--- config.mk ---
export PLATFORM = sky130hd
export DESIGN_NAME = clock_switch
export DESIGN_NICKNAME = d
export VERILOG_FILES = /design/src/hdl/tick_gen.v /design/src/hdl/clock_switch.v
export VERILOG_INCLUDE_DIRS = /design/src /design/src/hdl
export SDC_FILE = /design/constraint.sdc
export NUM_CORES = 1
export LEC_CHECK = 0
export ABC_AREA = 1
export BUFFER_PORTS_ARGS = -buffer_cell sky130_fd_sc_hd__buf_2
export CORE_ASPECT_RATIO = 1.25
export CORE_MARGIN = 4
export CORE_UTILIZATION = 50
export CTS_CLUSTER_SIZE = 24
export DETAILED_ROUTE_END_ITERATION = 8
export HOLD_SLACK_MARGIN = 0.06
export PLACE_DENSITY = 0.75
export SLEW_MARGIN = 20
export SYNTH_ARGS = -nofsm -noshare
export SYNTH_HDL_FRONTEND = slang
export SYNTH_SLANG_ARGS = --single-unit
--- constraint.sdc ---
create_clock -name clk -period 10.6 [get_ports clk]
set_clock_uncertainty 0.2 [all_clocks]
set_input_delay 2.12 -clock clk [delete_from_list [all_inputs] [get_ports clk]]
set_output_delay 2.12 -clock clk [all_outputs]
set_load 0.01 [all_outputs]
--- src/hdl/clock_switch_map.vh ---
// register map, field positions, reset values and timing constants of the clock switch
`ifndef CLOCK_SWITCH_MAP_VH
`define CLOCK_SWITCH_MAP_VH

// register byte addresses
`define MAIN_SEL_ADDR      32'h4000401C
`define CPU_SEL_ADDR       32'h40004020
`define HF_TRIM_ADDR       32'h40004024
`define INT_STATUS_ADDR    32'h40004028
`define INT_MASK_ADDR      32'h4000402C
`define KHZ_CAL_ADDR       32'h40004030

// field positions
`define MAIN_SOURCE_BIT    0
`define CRYSTAL_ENABLE_BIT 1
`define CPU_FAST_BIT       0
`define EV_FAILOVER_BIT    0
`define EV_RECOVER_BIT     1
`define ST_ACTIVE_SRC_BIT  8
`define ST_CPU_FAST_BIT    9
`define ST_FLASH_BIT       10
`define ST_XTAL_OK_BIT     11

// reset values
`define MAIN_SEL_RESET     2'h0
`define CPU_SEL_RESET      1'h0
`define HF_TRIM_RESET      5'h00
`define INT_MASK_RESET     2'h0
`define KHZ_CAL_RESET      10'h064

// frequencies in kHz
`define CLK_KHZ            50000
`define HF_RC_KHZ          12000
`define HF_STEP_KHZ        500
`define XTAL_KHZ           24000
`define LF_RC_KHZ          10
// fractional-N denominator of the 1 kHz divider
`define KHZ_DEN            1000

`endif

--- src/hdl/tick_gen.v ---
// phase accumulator that turns the system clock into an enable pulse of a given rate
`timescale 1ns/1ps
module tick_gen #(
   parameter ACC_W   = 18,
   parameter MODULUS = 50000
) (
   input  wire             clk,
   input  wire             rst,
   input  wire             run,
   input  wire [ACC_W-1:0] step,
   output reg              tick
);
   localparam [ACC_W-1:0] MOD_W = MODULUS;

   reg  [ACC_W-1:0] acc;
   wire [ACC_W-1:0] sum = acc + step;

   // fractional rate: average spacing is MODULUS/step cycles, jitter one cycle
   always @(posedge clk) begin
      if (rst) begin
         acc  <= {ACC_W{1'b0}};
         tick <= 1'b0;
      end else if (!run) begin
         tick <= 1'b0;
      end else if (sum >= MOD_W) begin
         acc  <= sum - MOD_W;
         tick <= 1'b1;
      end else begin
         acc  <= sum;
         tick <= 1'b0;
      end
   end
endmodule // tick_gen

--- src/hdl/clock_switch.v ---
// system, peripheral, cpu, ram and reference clock enables with crystal failover
//
// The strobed register port was decided locally.
`timescale 1ns/1ps
`include "clock_switch_map.vh"
module clock_switch (
   input  wire        clk,
   input  wire        rst,
   input  wire [31:0] addr,
   input  wire [31:0] wdata,
   input  wire        wr,
   input  wire        rd,
   output reg  [31:0] rdata,
   input  wire        xtal_ok,
   input  wire        watch_xtal_in,
   input  wire        lf_rc_on,
   input  wire        flash_busy,
   output reg         sys_clk_en,
   output reg         periph_clk_en,
   output reg         cpu_core_clock,
   output reg         ram_clk_en,
   output reg         khz_reference_clock,
   output reg         watch_crystal_clock,
   output reg         crystal_active,
   output reg         nmi,
   output reg         irq
);
   localparam [17:0] HF_BASE = `HF_RC_KHZ;
   localparam [17:0] HF_STEP = `HF_STEP_KHZ;
   localparam [17:0] XT_STEP = `XTAL_KHZ;
   localparam [17:0] LF_STEP = `LF_RC_KHZ;
   localparam [9:0]  KDEN    = `KHZ_DEN;

   function hit;
      input [31:0] a;
      input [31:0] target;
      begin
         hit = (a == target);
      end
   endfunction

   // software registers
   reg  [1:0]  main_clock_source_select;
   reg         cpu_clock_speed_select;
   reg  [4:0]  hf_trim;
   reg  [1:0]  int_status;
   reg  [1:0]  int_mask;
   reg  [9:0]  khz_cal;

   // pin synchronisers
   reg  [1:0]  xtal_ok_sync;
   reg  [1:0]  watch_sync;
   reg         watch_prev;
   reg  [2:0]  sync_fill;

   // clock generation state
   reg         active_src;
   reg         cpu_fast_act;
   reg         flash_act;
   reg         sys_phase;
   reg  [9:0]  khz_acc;
   reg         xtal_ok_prev;
   reg         switch_gap;

   wire        hf_tick;
   wire        xt_tick;
   wire        lf_tick;
   wire        xtal_good = xtal_ok_sync[1];
   wire        want_xtal = main_clock_source_select[`MAIN_SOURCE_BIT] |
                           main_clock_source_select[`CRYSTAL_ENABLE_BIT];
   wire        fail_now  = want_xtal & ~xtal_good;
   wire        next_src  = want_xtal & xtal_good;
   // the synced pin reads a false low until the chain has filled after reset
   wire        sync_ready = sync_fill[2];
   wire        src_tick  = (active_src ? xt_tick : hf_tick) & ~switch_gap;
   // end of a full peripheral period: the only place a source or mode may change, except the drop to rc on failover
   wire        boundary  = src_tick & sys_phase;
   // five-bit trim is signed, so it is sign-extended before scaling
   wire [17:0] hf_step_k = HF_BASE + {{13{hf_trim[4]}}, hf_trim} * HF_STEP;
   wire [10:0] khz_sum   = {1'b0, khz_acc} + {1'b0, khz_cal};

   // register strobes
   wire        wr_main   = wr & hit(addr, `MAIN_SEL_ADDR);
   wire        wr_cpu    = wr & hit(addr, `CPU_SEL_ADDR);
   wire        wr_trim   = wr & hit(addr, `HF_TRIM_ADDR);
   wire        wr_cal    = wr & hit(addr, `KHZ_CAL_ADDR);
   wire        wr_mask   = wr & hit(addr, `INT_MASK_ADDR);
   wire        rd_status = rd & hit(addr, `INT_STATUS_ADDR);
   wire        ev_fail   = fail_now & active_src;
   wire        ev_recov  = xtal_good & ~xtal_ok_prev & sync_ready;

   tick_gen #(.ACC_W(18), .MODULUS(`CLK_KHZ)) u_hf_rc (
      .clk  (clk),
      .rst  (rst),
      .run  (1'b1),
      .step (hf_step_k),
      .tick (hf_tick)
   );

   tick_gen #(.ACC_W(18), .MODULUS(`CLK_KHZ)) u_xtal (
      .clk  (clk),
      .rst  (rst),
      .run  (xtal_good),
      .step (XT_STEP),
      .tick (xt_tick)
   );

   tick_gen #(.ACC_W(18), .MODULUS(`CLK_KHZ)) u_lf_rc (
      .clk  (clk),
      .rst  (rst),
      .run  (lf_rc_on),
      .step (LF_STEP),
      .tick (lf_tick)
   );

   always @(posedge clk) begin
      if (rst) begin
         xtal_ok_sync <= 2'h0;
         watch_sync   <= 2'h0;
         watch_prev   <= 1'b0;
         xtal_ok_prev <= 1'b0;
         sync_fill    <= 3'h0;
      end else begin
         xtal_ok_sync <= {xtal_ok_sync[0], xtal_ok};
         watch_sync   <= {watch_sync[0], watch_xtal_in};
         watch_prev   <= watch_sync[1];
         xtal_ok_prev <= xtal_good;
         sync_fill    <= {sync_fill[1:0], 1'b1};
      end
   end

   // register writes; a failover clears the source request so it cannot bounce back
   always @(posedge clk) begin
      if (rst) begin
         main_clock_source_select <= `MAIN_SEL_RESET;
         cpu_clock_speed_select   <= `CPU_SEL_RESET;
         hf_trim                  <= `HF_TRIM_RESET;
         int_mask                 <= `INT_MASK_RESET;
         khz_cal                  <= `KHZ_CAL_RESET;
      end else begin
         if (fail_now) begin
            main_clock_source_select <= 2'h0;
         end else if (wr_main) begin
            main_clock_source_select <= wdata[1:0];
         end
         if (wr_cpu) begin
            cpu_clock_speed_select <= wdata[`CPU_FAST_BIT];
         end
         if (wr_trim) begin
            hf_trim <= wdata[4:0];
         end
         if (wr_mask) begin
            int_mask <= wdata[1:0];
         end
         if (wr_cal) begin
            khz_cal <= wdata[9:0];
         end
      end
   end

   // sticky events: a new event in the clearing read's cycle survives
   always @(posedge clk) begin
      if (rst) begin
         int_status <= 2'h0;
      end else begin
         int_status <= (rd_status ? 2'h0 : int_status) | {ev_recov, ev_fail};
      end
   end

   // source and cpu mode change only at a peripheral period boundary, except the drop to rc on failover
   always @(posedge clk) begin
      if (rst) begin
         active_src   <= 1'b0;
         cpu_fast_act <= 1'b0;
         flash_act    <= 1'b0;
         sys_phase    <= 1'b0;
      end else begin
         if (fail_now) begin
            // dead crystal gives no edges to wait for, so drop it at once
            active_src <= 1'b0;
            sys_phase  <= 1'b0;
         end else begin
            if (src_tick) begin
               sys_phase <= ~sys_phase;
            end
            if (boundary) begin
               active_src <= next_src;
            end
         end
         // fast mode and flash force change at the same boundary
         if (boundary) begin
            cpu_fast_act <= cpu_clock_speed_select;
            flash_act    <= flash_busy;
         end
      end
   end

   // one dead cycle after a source change keeps the two tick trains apart
   always @(posedge clk) begin
      if (rst) begin
         switch_gap <= 1'b0;
      end else begin
         switch_gap <= boundary & ~fail_now & (active_src ^ next_src);
      end
   end

   // fractional-N divider from the 10 kHz rc to the 1 kHz reference
   always @(posedge clk) begin
      if (rst) begin
         khz_acc <= 10'h000;
      end else if (lf_tick) begin
         if (khz_sum >= {1'b0, KDEN}) begin
            khz_acc <= khz_sum[9:0] - KDEN;
         end else begin
            khz_acc <= khz_sum[9:0];
         end
      end
   end

   reg next_cpu;

   always @* begin
      if (flash_act) begin
         // 12 MHz: the system clock on rc, the peripheral clock on crystal
         next_cpu = active_src ? (src_tick & sys_phase) : src_tick;
      end else if (cpu_fast_act) begin
         next_cpu = src_tick;
      end else begin
         next_cpu = src_tick & sys_phase;
      end
   end

   always @(posedge clk) begin
      if (rst) begin
         sys_clk_en          <= 1'b0;
         periph_clk_en       <= 1'b0;
         cpu_core_clock      <= 1'b0;
         ram_clk_en          <= 1'b0;
         khz_reference_clock <= 1'b0;
         watch_crystal_clock <= 1'b0;
         crystal_active      <= 1'b0;
         nmi                 <= 1'b0;
         irq                 <= 1'b0;
      end else begin
         sys_clk_en          <= src_tick & ~fail_now;
         periph_clk_en       <= boundary & ~fail_now;
         cpu_core_clock      <= next_cpu & ~fail_now;
         // bus clock follows the cpu in fast mode; ram runs at system rate otherwise
         ram_clk_en          <= (cpu_fast_act ? next_cpu : src_tick) & ~fail_now;
         khz_reference_clock <= lf_tick & (khz_sum >= {1'b0, KDEN});
         watch_crystal_clock <= watch_sync[1] & ~watch_prev;
         crystal_active      <= active_src & ~fail_now;
         // nmi is not maskable, the mask only gates irq
         nmi                 <= int_status[`EV_FAILOVER_BIT] | ev_fail;
         irq                 <= |(int_status & int_mask);
      end
   end

   // read data stand in the cycle after the strobe; unmapped reads give zero
   always @(posedge clk) begin
      if (rst) begin
         rdata <= 32'h00000000;
      end else if (rd) begin
         rdata <= 32'h00000000;
         if (hit(addr, `MAIN_SEL_ADDR)) begin
            rdata[1:0] <= main_clock_source_select;
         end
         if (hit(addr, `CPU_SEL_ADDR)) begin
            rdata[`CPU_FAST_BIT] <= cpu_clock_speed_select;
         end
         if (hit(addr, `HF_TRIM_ADDR)) begin
            rdata[4:0] <= hf_trim;
         end
         if (hit(addr, `INT_STATUS_ADDR)) begin
            rdata[1:0]                <= int_status;
            rdata[`ST_ACTIVE_SRC_BIT] <= active_src;
            rdata[`ST_CPU_FAST_BIT]   <= cpu_fast_act;
            rdata[`ST_FLASH_BIT]      <= flash_act;
            rdata[`ST_XTAL_OK_BIT]    <= xtal_good;
         end
         if (hit(addr, `INT_MASK_ADDR)) begin
            rdata[1:0] <= int_mask;
         end
         if (hit(addr, `KHZ_CAL_ADDR)) begin
            rdata[9:0] <= khz_cal;
         end
      end
   end
endmodule // clock_switch

==> results of run 1 <==
metrics by stage:
| stage | total power [mW] | cell area (sq um) | worst slack (ps) | hold WS (ps) | instances |
|---|---|---|---|---|---|
| 2_1_floorplan | 1.146 | 9833 | 4709 | 174.4 | 1521 |
| 3_3_place_gp | 1.272 | 10210 | 3831 | 182.8 | 1803 |
| 3_5_place_dp | 1.284 | 10210 | 3749 | 187.6 | 1803 |
| 4_1_cts | 1.891 | 10820 | 3721 | 197.2 | 1834 |
| 5_1_grt | 2.034 | 10820 | 3203 | 209.4 | 1834 |
| 6_report | 1.889 | 10820 | 3741 | 192.4 | 1834 |
placed cells by master, fill, tap and decap left out, types with 14 or more instances in the layout:
master / synthesis / layout
a21oi_1: 93 / 93
nand3_1: 131 / 131
xnor2_1: 17 / 17
buf_2: 7 / 70
fa_1: 14 / 14
nand2_1: 381 / 381
conb_1: 1 / 20
ha_1: 78 / 78
nand2_2: 21 / 21
clkbuf_16: 0 / 17
inv_2: 15 / 15
o21ai_0: 50 / 50
inv_1: 253 / 253
nor2_1: 108 / 108
xor2_1: 40 / 40
nand4_1: 35 / 35
nor3_1: 15 / 15
nor2_2: 14 / 14
dfxtp_1: 117 / 117
power breakdown:
part / total, mW / internal [mW] / switching, mW
Clock: 0.601 / 0.378 / 0.223
Combinational: 0.786 / 0.268 / 0.518
Sequential: 0.502 / 0.480 / 0.0220
Total: 1.89 / 1.13 / 0.763
final timing paths:
kind / start / end / slack [ps] / cells past startpoint
worst min-delay path: watch_prev / watch_crystal_clock / 190 / 1
worst min register to register: watch_prev / watch_crystal_clock / 190 / 1
worst max-delay path: hf_trim[4] / u_hf_rc.acc[5] / 3740 / 30
worst max register to register: hf_trim[4] / u_hf_rc.acc[5] / 3740 / 30
final cells by class:
cell class              instances  area [sq um]
clock buffers                  18         439.2
clock inverters                13         175.2
fillers                      1844          8165
inverters                     269          1012
multi-input cells            1083          6155
flip-flops and latches        117          2342
well taps                     261         326.6
repair buffers                 73         372.9
kinds of logic (layout without fill, tap and decap cells):
| kind of cell | count (synthesis) | in the layout | synth area share |
|---|---|---|---|
| compound gates | 169 | 169 | 0.09241 |
| xor+xnor | 59 | 59 | 0.05563 |
| fa+ha+maj | 92 | 92 | 0.1287 |
| buf+inv | 321 | 373 | 0.1369 |
| flops | 117 | 117 | 0.2399 |
| mux | 2 | 2 | 0.002307 |
| other cells | 1 | 20 | 0.0003841 |
| simple gates | 741 | 741 | 0.3438 |
flip-flops by register name, indices dropped and copies added, names as in the netlist, 3 cells and up:
register     cells
khz_cal         10
u_lf_rc.acc     17
hf_trim          5
u_hf_rc.acc     16
rdata           12
u_xtal.acc      14
khz_acc         10
sync_fill        3
metal layers:
layer	vias to the layer above	routed length, um	global-route usage
met4	0	609	0.08696
met1	4211	9793	0.2504
li1	4828	-	-
met5	-	0	0
met3	42	978	0.03860
met2	197	12480	0.4138
worst max-delay path, delay by kind of cell (launching register included):
kind,cells,cell delay (ps)
buf+inv,3,370
fa+ha+maj,6,2400
simple gates,11,1310
compound gates,7,1240
xor+xnor,3,490
flops,1,760
==> results by group, run 1 <==
Global route
  • First-pass GRT wire length: 40250 um
  • Total global-route track usage: 0.2220
  • GR Overflow Total: 0
  • Largest net degree at the start of global routing: 68
  • Vias in the first global route: 8977
  • Initial antenna violation count: 0

Die
  • Die height: 164.2 um
  • Core area: 18990 sq um
  • Initial Utilization: 0.5141
  • Die ar.: 21840 sq um
  • Num rows: 56
  • Die W: 133.0 um
  • Boundary pin count: 113

CTS
  • Clock transition at path regs: 60 ps
  • CTS root buf: clkbuf_16
  • CTS tree: built
  • Max clock buf depth: 2
  • Clock latency on the worst-skew pair: 430 ps
  • Sink Count: 117
  • Post-cts hold buffer count: 0
  • H-tree depth: 4
  • Post-CTS setup buffers: 0
  • Post-CTS Resized: 0
  • CTS Buf Count: 17

Critical path
  • Worst path required time: 10710 ps
  • Critical path data arrival time: 6970 ps
  • Critical path endpoint category: flip-flop
  • Crit path launch type: flip-flop
  • CP max FO: 16
  • CP max stage delay: 760 ps
  • Most frequent CP cell: nand2_1
  • Critical-path cell with the highest stage delay: dfxtp_1
  • Kind of critical path: flip-flop to flip-flop

Cells and area
  • Final nets: 1725
  • Diode count: 0
  • Layout cells sized above 1: 0.1182
  • Final core occ: 0.5700
  • Area Growth Syn to Fin: 10.87%

Timing
  • Slew of the pin with the lowest slew margin: 821.6 ps
  • Relative slew slack: 0.4472
  • Final setup fails: 0
  • Final period utilization: 0.6471
  • Highest clock rate: 145.8 MHz
  • Min Clock Period, post-route: 6859 ps
  • RSZ-0062 raised after global routing: no
  • Fin. Hold Viols: 0
  • Final Max Slew Viols: 0
  • Setup TNS: 0 ps

Route
  • DRT Wirelength: 23870 um
  • Vias post-DR: 9278
  • DR DRC count: 0
  • Antenna-violating nets left: 0
  • Routed vias/inst: 5.059
  • Routed len/inst: 13.01 um
  • Drt first pass iters: 5
  • DRT iter0 DRCs: 555

Yosys
  • Sequential area share after synthesis: 0.2399
  • Post-synth top area share: 0.2399
  • Mapped Cells: 1502
  • Post-synth top area cell: dfxtp_1
  • Synth area leaders: dfxtp_1, nand2_1, ha_1, inv_1, nand3_1
  • Post-synth EDFFs: 0
  • Synth top cells by count: nand2_1, inv_1, nand3_1
  • Asr flop ratio synth: 0
  • Syn. warnings: 0
  • Most frequent cell after synthesis: nand2_1
  • Cell variety after synth: 50
  • Mapped Area: 9762 sq um
  • Avg Synthesized Cell Area: 6.499 sq um
  • Post-synthesis register bit count: 117
  • Most used DFF post-synth: dfxtp_1

Hold path
  • Hold Crit Class: flip-flop to flip-flop

Status
  • Status: finished clean

Flow run
  • # Max-Cap Violations: 0

Placed design
  • Input/output buffers: 70
  • Routability cong.: 0.9528
  • Post-DP HPWL: 18210 um

Power
  • Leakage: 5.740 nW
  • PwrDens: 174.5 nW/um^2
  • VDD IR max: 0.1264 mV
(Power assumes the default switching activity.)
==> run 2: changes to the inputs <==
--- a/config.mk
+++ b/config.mk
@@ -6,7 +6,7 @@
 export SDC_FILE = /design/constraint.sdc
 export NUM_CORES = 1
 export LEC_CHECK = 0
-export ABC_AREA = 1
+export ABC_AREA = 0
 export BUFFER_PORTS_ARGS = -buffer_cell sky130_fd_sc_hd__buf_2
 export CORE_ASPECT_RATIO = 1.25
 export CORE_MARGIN = 4
==> constraint.sdc (replaced) <==
create_clock -name clk -period 6.7 [get_ports clk]
set_clock_uncertainty 0.2 [all_clocks]
set_input_delay 1.34 -clock clk [delete_from_list [all_inputs] [get_ports clk]]
set_output_delay 1.34 -clock clk [all_outputs]
set_load 0.01 [all_outputs]
==> run 2 against run 1 <==
Utilization rose by 2.3 points. Clock power grew 57%. Cell count fell by 19%. Critical endpoint is now u_hf_rc.acc[17]. Via count fell by 10%. First-iteration DRC count fell by 7.2%. Highest routed layer is now met5. Routed wire length decreased by 5.9%.
==> results by group, run 2 <==
Route
  • Drt first pass iters: 5
  • DR DRC count: 0
  • DRT Wirelength: 22470 um
  • Routed vias/inst: 5.624
  • Vias post-DR: 8312
  • Antenna-violating nets left: 0
  • Routed len/inst: 15.20 um
  • DRT iter0 DRCs: 515

Cells and area
  • Layout cells sized above 1: 0.1728
  • Top reg by flops: u_lf_rc.acc
  • Post-route cell area: 10690 sq um
  • Reg area: 2344 sq um
  • Area Growth Syn to Fin: 17.00%
  • Area occupied by multi-input gates: 6439 sq um
  • Top Registers: u_lf_rc.acc x17, u_hf_rc.acc x16, u_xtal.acc x14
  • Most frequent cells in the layout: nor2_1, dfxtp_1, nand2_1, inv_1
  • Fillers: 1634
  • Most common cell after layout, fill and taps aside: nor2_1
  • Largest register FFs: 17
  • Diode count: 0
  • Final nets: 1401

Die
  • Initial Utilization: 0.5069
  • Num rows: 55
  • Die W: 128.9 um
  • Core area: 18030 sq um
  • Die ar.: 20520 sq um
  • Boundary pin count: 113
  • Die height: 159.2 um

Timing
  • Final period utilization: 0.9901
  • Slew of the pin with the lowest slew margin: 993.3 ps
  • Relative slew slack: 0.3378
  • Final setup fails: 0
  • Highest clock rate: 150.8 MHz
  • Min Clock Period, post-route: 6633 ps
  • Fin. Hold Viols: 0
  • Setup TNS: 0 ps
  • Final Max Slew Viols: 0
  • Setup ws final: 66.54 ps
  • RSZ-0062 raised after global routing: yes

Placed design
  • Input/output buffers: 70
  • Routability cong.: 0.8980
  • Placed Area: 9752 sq um
  • DP Worst Slack: -22.24 ps
  • Post-DP HPWL: 15940 um

Global route
  • First-pass GRT wire length: 37000 um
  • Initial antenna violation count: 1
  • Total global-route track usage: 0.2151
  • Vias in the first global route: 8104
  • Largest net degree at the start of global routing: 93
  • GR Overflow Total: 0

CTS
  • Post-cts hold buffer count: 0
  • Max clock buf depth: 2
  • CTS tree: built
  • CTS root buf: clkbuf_16
  • Sink Count: 117
  • H-tree depth: 4
  • Clock transition at path regs: 60 ps
  • CTS Buf Count: 17
  • Clock latency on the worst-skew pair: 410 ps

Hold path
  • Worst hold endpoint: watch_crystal_clock
  • Hold Crit Depth: 1
  • Hold wc startpoint: watch_prev
  • Hold Crit Class: flip-flop to flip-flop

Critical path
  • Reg2reg path depth: 25
  • CP max stage delay: 580 ps
  • Critical path endpoint category: flip-flop
  • Worst reg-to-reg setup slack: 70 ps
  • Worst path required time: 6840 ps
  • Crit path launch type: flip-flop
  • Reg-to-reg startpoint: hf_trim[2]
  • CP max FO: 4
  • Worst reg2reg endpoint: u_hf_rc.acc[17]
  • Critical path data arrival time: 6770 ps
  • Critical-path cell with the highest stage delay: fa_1
  • Kind of critical path: flip-flop to flip-flop

Yosys
  • Most frequent cell after synthesis: nor2_1
  • Asr flop ratio synth: 0
  • Synth top cells by count: nor2_1, dfxtp_1, nand2_1
  • Cell variety after synth: 81
  • Most used DFF post-synth: dfxtp_1
  • Post-synth top area cell: dfxtp_1
  • Sequential area share after synthesis: 0.2563
  • Post-synth top area share: 0.2563
  • Synth area leaders: dfxtp_1, ha_1, nor2_1, xnor2_1, a21oi_1
  • Syn. warnings: 0
  • Mapped Area: 9140 sq um
  • Avg Synthesized Cell Area: 7.900 sq um
  • Mapped Cells: 1157
  • Post-synthesis register bit count: 117
  • Post-synth EDFFs: 0

Flow run
  • # Max-Cap Violations: 0

Status
  • Status: finished clean

Power
  • Leakage: 4.645 nW
  • VDD IR max: 0.3105 mV
  • PwrDens: 288.0 nW/um^2
run 2: cell count changes after synthesis, moves of 15 or more:
cell and change:
a21o_1 +20, a21oi_1 -15, clkbuf_1 +22, inv_1 -171, inv_2 -15, mux2i_1 +22, nand2_1 -282, nand2_2 -21
nand3_1 -92, nand4_1 -31, nor2_1 +18, nor2b_1 +27, xnor2_1 +29
run 2: worst max path at each step:
stage	end	cells past startpoint	from
global placement	u_hf_rc.acc[17]	25	hf_trim[0]
floorplan	u_hf_rc.acc[17]	26	hf_trim[0]
global route	u_hf_rc.acc[10]	27	hf_trim[2]
finish	u_hf_rc.acc[17]	25	hf_trim[2]
CTS	u_hf_rc.acc[15]	29	hf_trim[0]
detailed placement	u_hf_rc.acc[15]	27	hf_trim[0]
run 2: logic make-up after synthesis:
family | count (synthesis) | synth area share
simple gates | 403 | 0.2123
xor+xnor | 74 | 0.07242
compound gates | 285 | 0.2129
flops | 117 | 0.2563
buf+inv | 156 | 0.07556
fa+ha+maj | 92 | 0.1374
mux | 29 | 0.03272
other cells | 1 | 0.0004103
run 2: per-layer routing:
layer,vias up,part of all wire,global-route usage
li1,4195,-,-
met1,3919,0.41,0.2447
met2,155,0.53,0.3929
met3,41,0.032,0.03792
met4,2,0.024,0.08118
met5,-,0.00089,0
run 2: what timing repair did:
action                     in CTS  in global routing
setup endpoints to repair       8                 15
cloned                          0                  1
pin swaps                       4                 32
resized for setup              10                 45
buffers inserted                0                  6
hold endpoints to repair        0                  0
run 2: layout make-up:
cell class	count	share of cell area
clock buffers	18	0.04107
clock inverters	14	0.01615
inverters	84	0.02948
multi-input cells	903	0.6021
flip-flops and latches	117	0.2191
well taps	228	0.02668
repair buffers	114	0.06540
run 2: through the flow:
stage	instances	hold WS (ps)	utilization	power, mW
6_report	1478	182.2	0.5931	3.079
3_5_place_dp	1439	177.3	0.5409	1.944
3_3_place_gp	1439	173.6	0.5409	1.916
4_1_cts	1471	185.3	0.5781	2.929
5_1_grt	1478	197.8	0.5931	3.279
2_1_floorplan	1176	167.4	-	1.611
run 2: power by group:
part	leakage, nW	total (mW)	internal [mW]	switching, mW
clock	0.297	0.945	0.597	0.348
combinational	3.40	1.33	0.610	0.721
sequential	0.952	0.803	0.759	0.0432
run 2: worst max-delay path, delay by kind of cell, from the launching register on:
kind,cells,cell delay (ps)
fa+ha+maj,7,3080
compound gates,8,1320
simple gates,4,1170
buf+inv,6,480
flops,1,330
==> run 3: changes to the inputs <==
--- a/config.mk
+++ b/config.mk
@@ -11,6 +11,7 @@
 export CORE_ASPECT_RATIO = 1.25
 export CORE_MARGIN = 4
 export CORE_UTILIZATION = 50
+export CTS_BUF_LIST = sky130_fd_sc_hd__clkbuf_16
 export CTS_CLUSTER_SIZE = 24
 export DETAILED_ROUTE_END_ITERATION = 8
 export HOLD_SLACK_MARGIN = 0.06
==> run 3 against run 2 <==
Sequential power hardly changed. Fmax hardly changed. Hold slack barely moved. Cell area about the same. First-iteration DRC count is 2.3% lower. Clock power down 1%. Via count rose by 0.70%. Sequential cell count unchanged. Die area stayed put.
==> results by group, run 3 (synthesis results as in run 2) <==
Status
  • Status: finished clean

Die
  • Num rows: 55
  • Initial Utilization: 0.5069
  • Die W: 128.9 um
  • Boundary pin count: 113
  • Die ar.: 20520 sq um
  • Core area: 18030 sq um
  • Die height: 159.2 um

Hold path
  • Worst hold endpoint: watch_crystal_clock
  • Hold wc startpoint: watch_prev
  • Hold Crit Depth: 1
  • Hold Crit Class: flip-flop to flip-flop

CTS
  • Clock latency on the worst-skew pair: 410 ps
  • Clock transition at path regs: 50 ps
  • CTS root buf: clkbuf_16
  • H-tree depth: 4
  • CTS tree: built
  • Max clock buf depth: 2
  • CTS Buf Count: 17
  • Sink Count: 117
  • Post-cts hold buffer count: 0

Critical path
  • WP buf/inv: 6
  • Worst reg-to-reg setup slack: 60 ps
  • Largest delay share family, worst path: adder cells
  • Crit path launch type: flip-flop
  • CP max stage delay: 580 ps
  • Critical-path cell with the highest stage delay: fa_1
  • CP max FO: 4
  • Worst path required time: 6840 ps
  • Kind of critical path: flip-flop to flip-flop
  • Critical path endpoint category: flip-flop
  • Reg-to-reg startpoint: hf_trim[2]
  • Worst reg2reg endpoint: u_hf_rc.acc[17]
  • Reg2reg path depth: 25
  • Critical path data arrival time: 6780 ps

Timing
  • Setup TNS: 0 ps
  • Final Max Slew Viols: 0
  • Final period utilization: 0.9903
  • Min Clock Period, post-route: 6635 ps
  • Setup ws final: 64.79 ps
  • Highest clock rate: 150.7 MHz
  • Final setup fails: 0
  • RSZ-0062 raised after global routing: yes
  • Fin. Hold Viols: 0
  • Relative slew slack: 0.3430
  • Fin Hold WS: 182.3 ps
  • Slew of the pin with the lowest slew margin: 985.5 ps

Global route
  • Vias in the first global route: 8095
  • Total global-route track usage: 0.2149
  • GR met1 Demand/Resource: 0.2447
  • GR Overflow Total: 0
  • Initial antenna violation count: 1
  • Grt met3 use: 0.03826
  • Gr busiest metal: met2
  • First-pass GRT wire length: 36960 um
  • GRT met2 Usage: 0.3903
  • Largest net degree at the start of global routing: 93

Placed design
  • Cell total after placement: 1439
  • Placed Area: 9752 sq um
  • Routability cong.: 0.8980
  • Input/output buffers: 70
  • Post-DP HPWL: 15940 um
  • DP Worst Slack: -22.24 ps

Power
  • Power share of the clock group: 0.304
  • VDD IR max: 0.3103 mV
  • Pint: 1.955 mW
  • Switching Share: 0.3622
  • Leakage: 4.639 nW
  • Sequential Power Share: 0.262
  • PwrDens: 286.9 nW/um^2
  • Power, Total: 3.066 mW
  • Net Sw Power: 1.110 mW
  • Combinational power share: 0.434

Flow run
  • # Max-Cap Violations: 0

Route
  • Routed vias/inst: 5.663
  • DRT Wirelength: 22450 um
  • Vias post-DR: 8370
  • DRT iter0 DRCs: 503
  • Antenna-violating nets left: 0
  • Routed len/inst: 15.19 um
  • DR DRC count: 0
  • Drt first pass iters: 5

Cells and area
  • Layout cells sized above 1: 0.1720
  • Most frequent cells in the layout: nor2_1, dfxtp_1, nand2_1, inv_1
  • Post-route cell area: 10680 sq um
  • Area Growth Syn to Fin: 16.89%
  • Final nets: 1401
  • Final core occ: 0.5926
  • Diode count: 0
  • Non-filler cells in the finished layout: 1478
  • Top Registers: u_lf_rc.acc x17, u_hf_rc.acc x16, u_xtal.acc x14
  • Top reg by flops: u_lf_rc.acc
  • Most common cell after layout, fill and taps aside: nor2_1
  • Largest register FFs: 17
==> run 3: cell types whose count changed in the layout (fill, tap and decap cells not counted) <==
cell and change:
clkinv_1 +1, clkbuf_8 -1
==> run 3: worst register-to-register path, stage by stage (launching register included) <==
cell and delay (ps):
dfxtp_2 330, fa_1 580, inv_2 60, fa_1 560, inv_2 40, fa_1 490, inv_2 40, fa_1 550
inv_2 50, ha_4 270, o21a_1 100, o31a_1 180, o211ai_1 130, buf_4 160, buf_4 130, a211oi_4 300
nor2b_1 100, ha_1 330, ha_4 300, nor4_1 60, a31oi_1 170, o31ai_2 120, or4_4 530, a21o_1 200
or4_4 480, a21oi_2 120
==> run 3: layout make-up <==
cell class,count,area (sq um)
Clock inverter,15,176.4
Fill cell,1638,7346
Sequential cell,117,2344
Multi-Input combinational cell,903,6439
Inverter,84,315.3
Tap cell,228,285.3
Timing Repair Buffer,114,699.4
Clock buffer,17,425.4
==> run 3: how the worst max path moves through the flow <==
stage                           from              end  slack (ps)  cells past startpoint
after floorplan           hf_trim[0]  u_hf_rc.acc[17]         200                     26
after global placement    hf_trim[0]  u_hf_rc.acc[17]           7                     25
after detailed placement  hf_trim[0]  u_hf_rc.acc[15]         -20                     27
after CTS                 hf_trim[0]  u_hf_rc.acc[15]           5                     29
after global routing      hf_trim[2]  u_hf_rc.acc[10]        -220                     27
final                     hf_trim[2]  u_hf_rc.acc[17]          60                     25
==> run 3: what timing repair did <==
item	in CTS	in global routing
resized for setup	10	45
setup endpoints to repair	8	15
cloned	0	1
pin swaps	4	32
buffers inserted	0	6
==> run 3: per-layer routing <==
metal  up-vias  wire [um]
met5         -         20
met4         2        584
met3        45        772
met2       179      11840
met1      3945       9233
li1       4199          -
==> run 3: power groups by stage <==
stage,combinational [mW],clock [mW],sequential (mW)
after floorplan,0.813,0,0.798
after global placement,1.10,0,0.814
after detailed placement,1.13,0,0.817
after CTS,1.17,0.948,0.802
after global routing,1.48,0.980,0.811
final,1.33,0.931,0.803
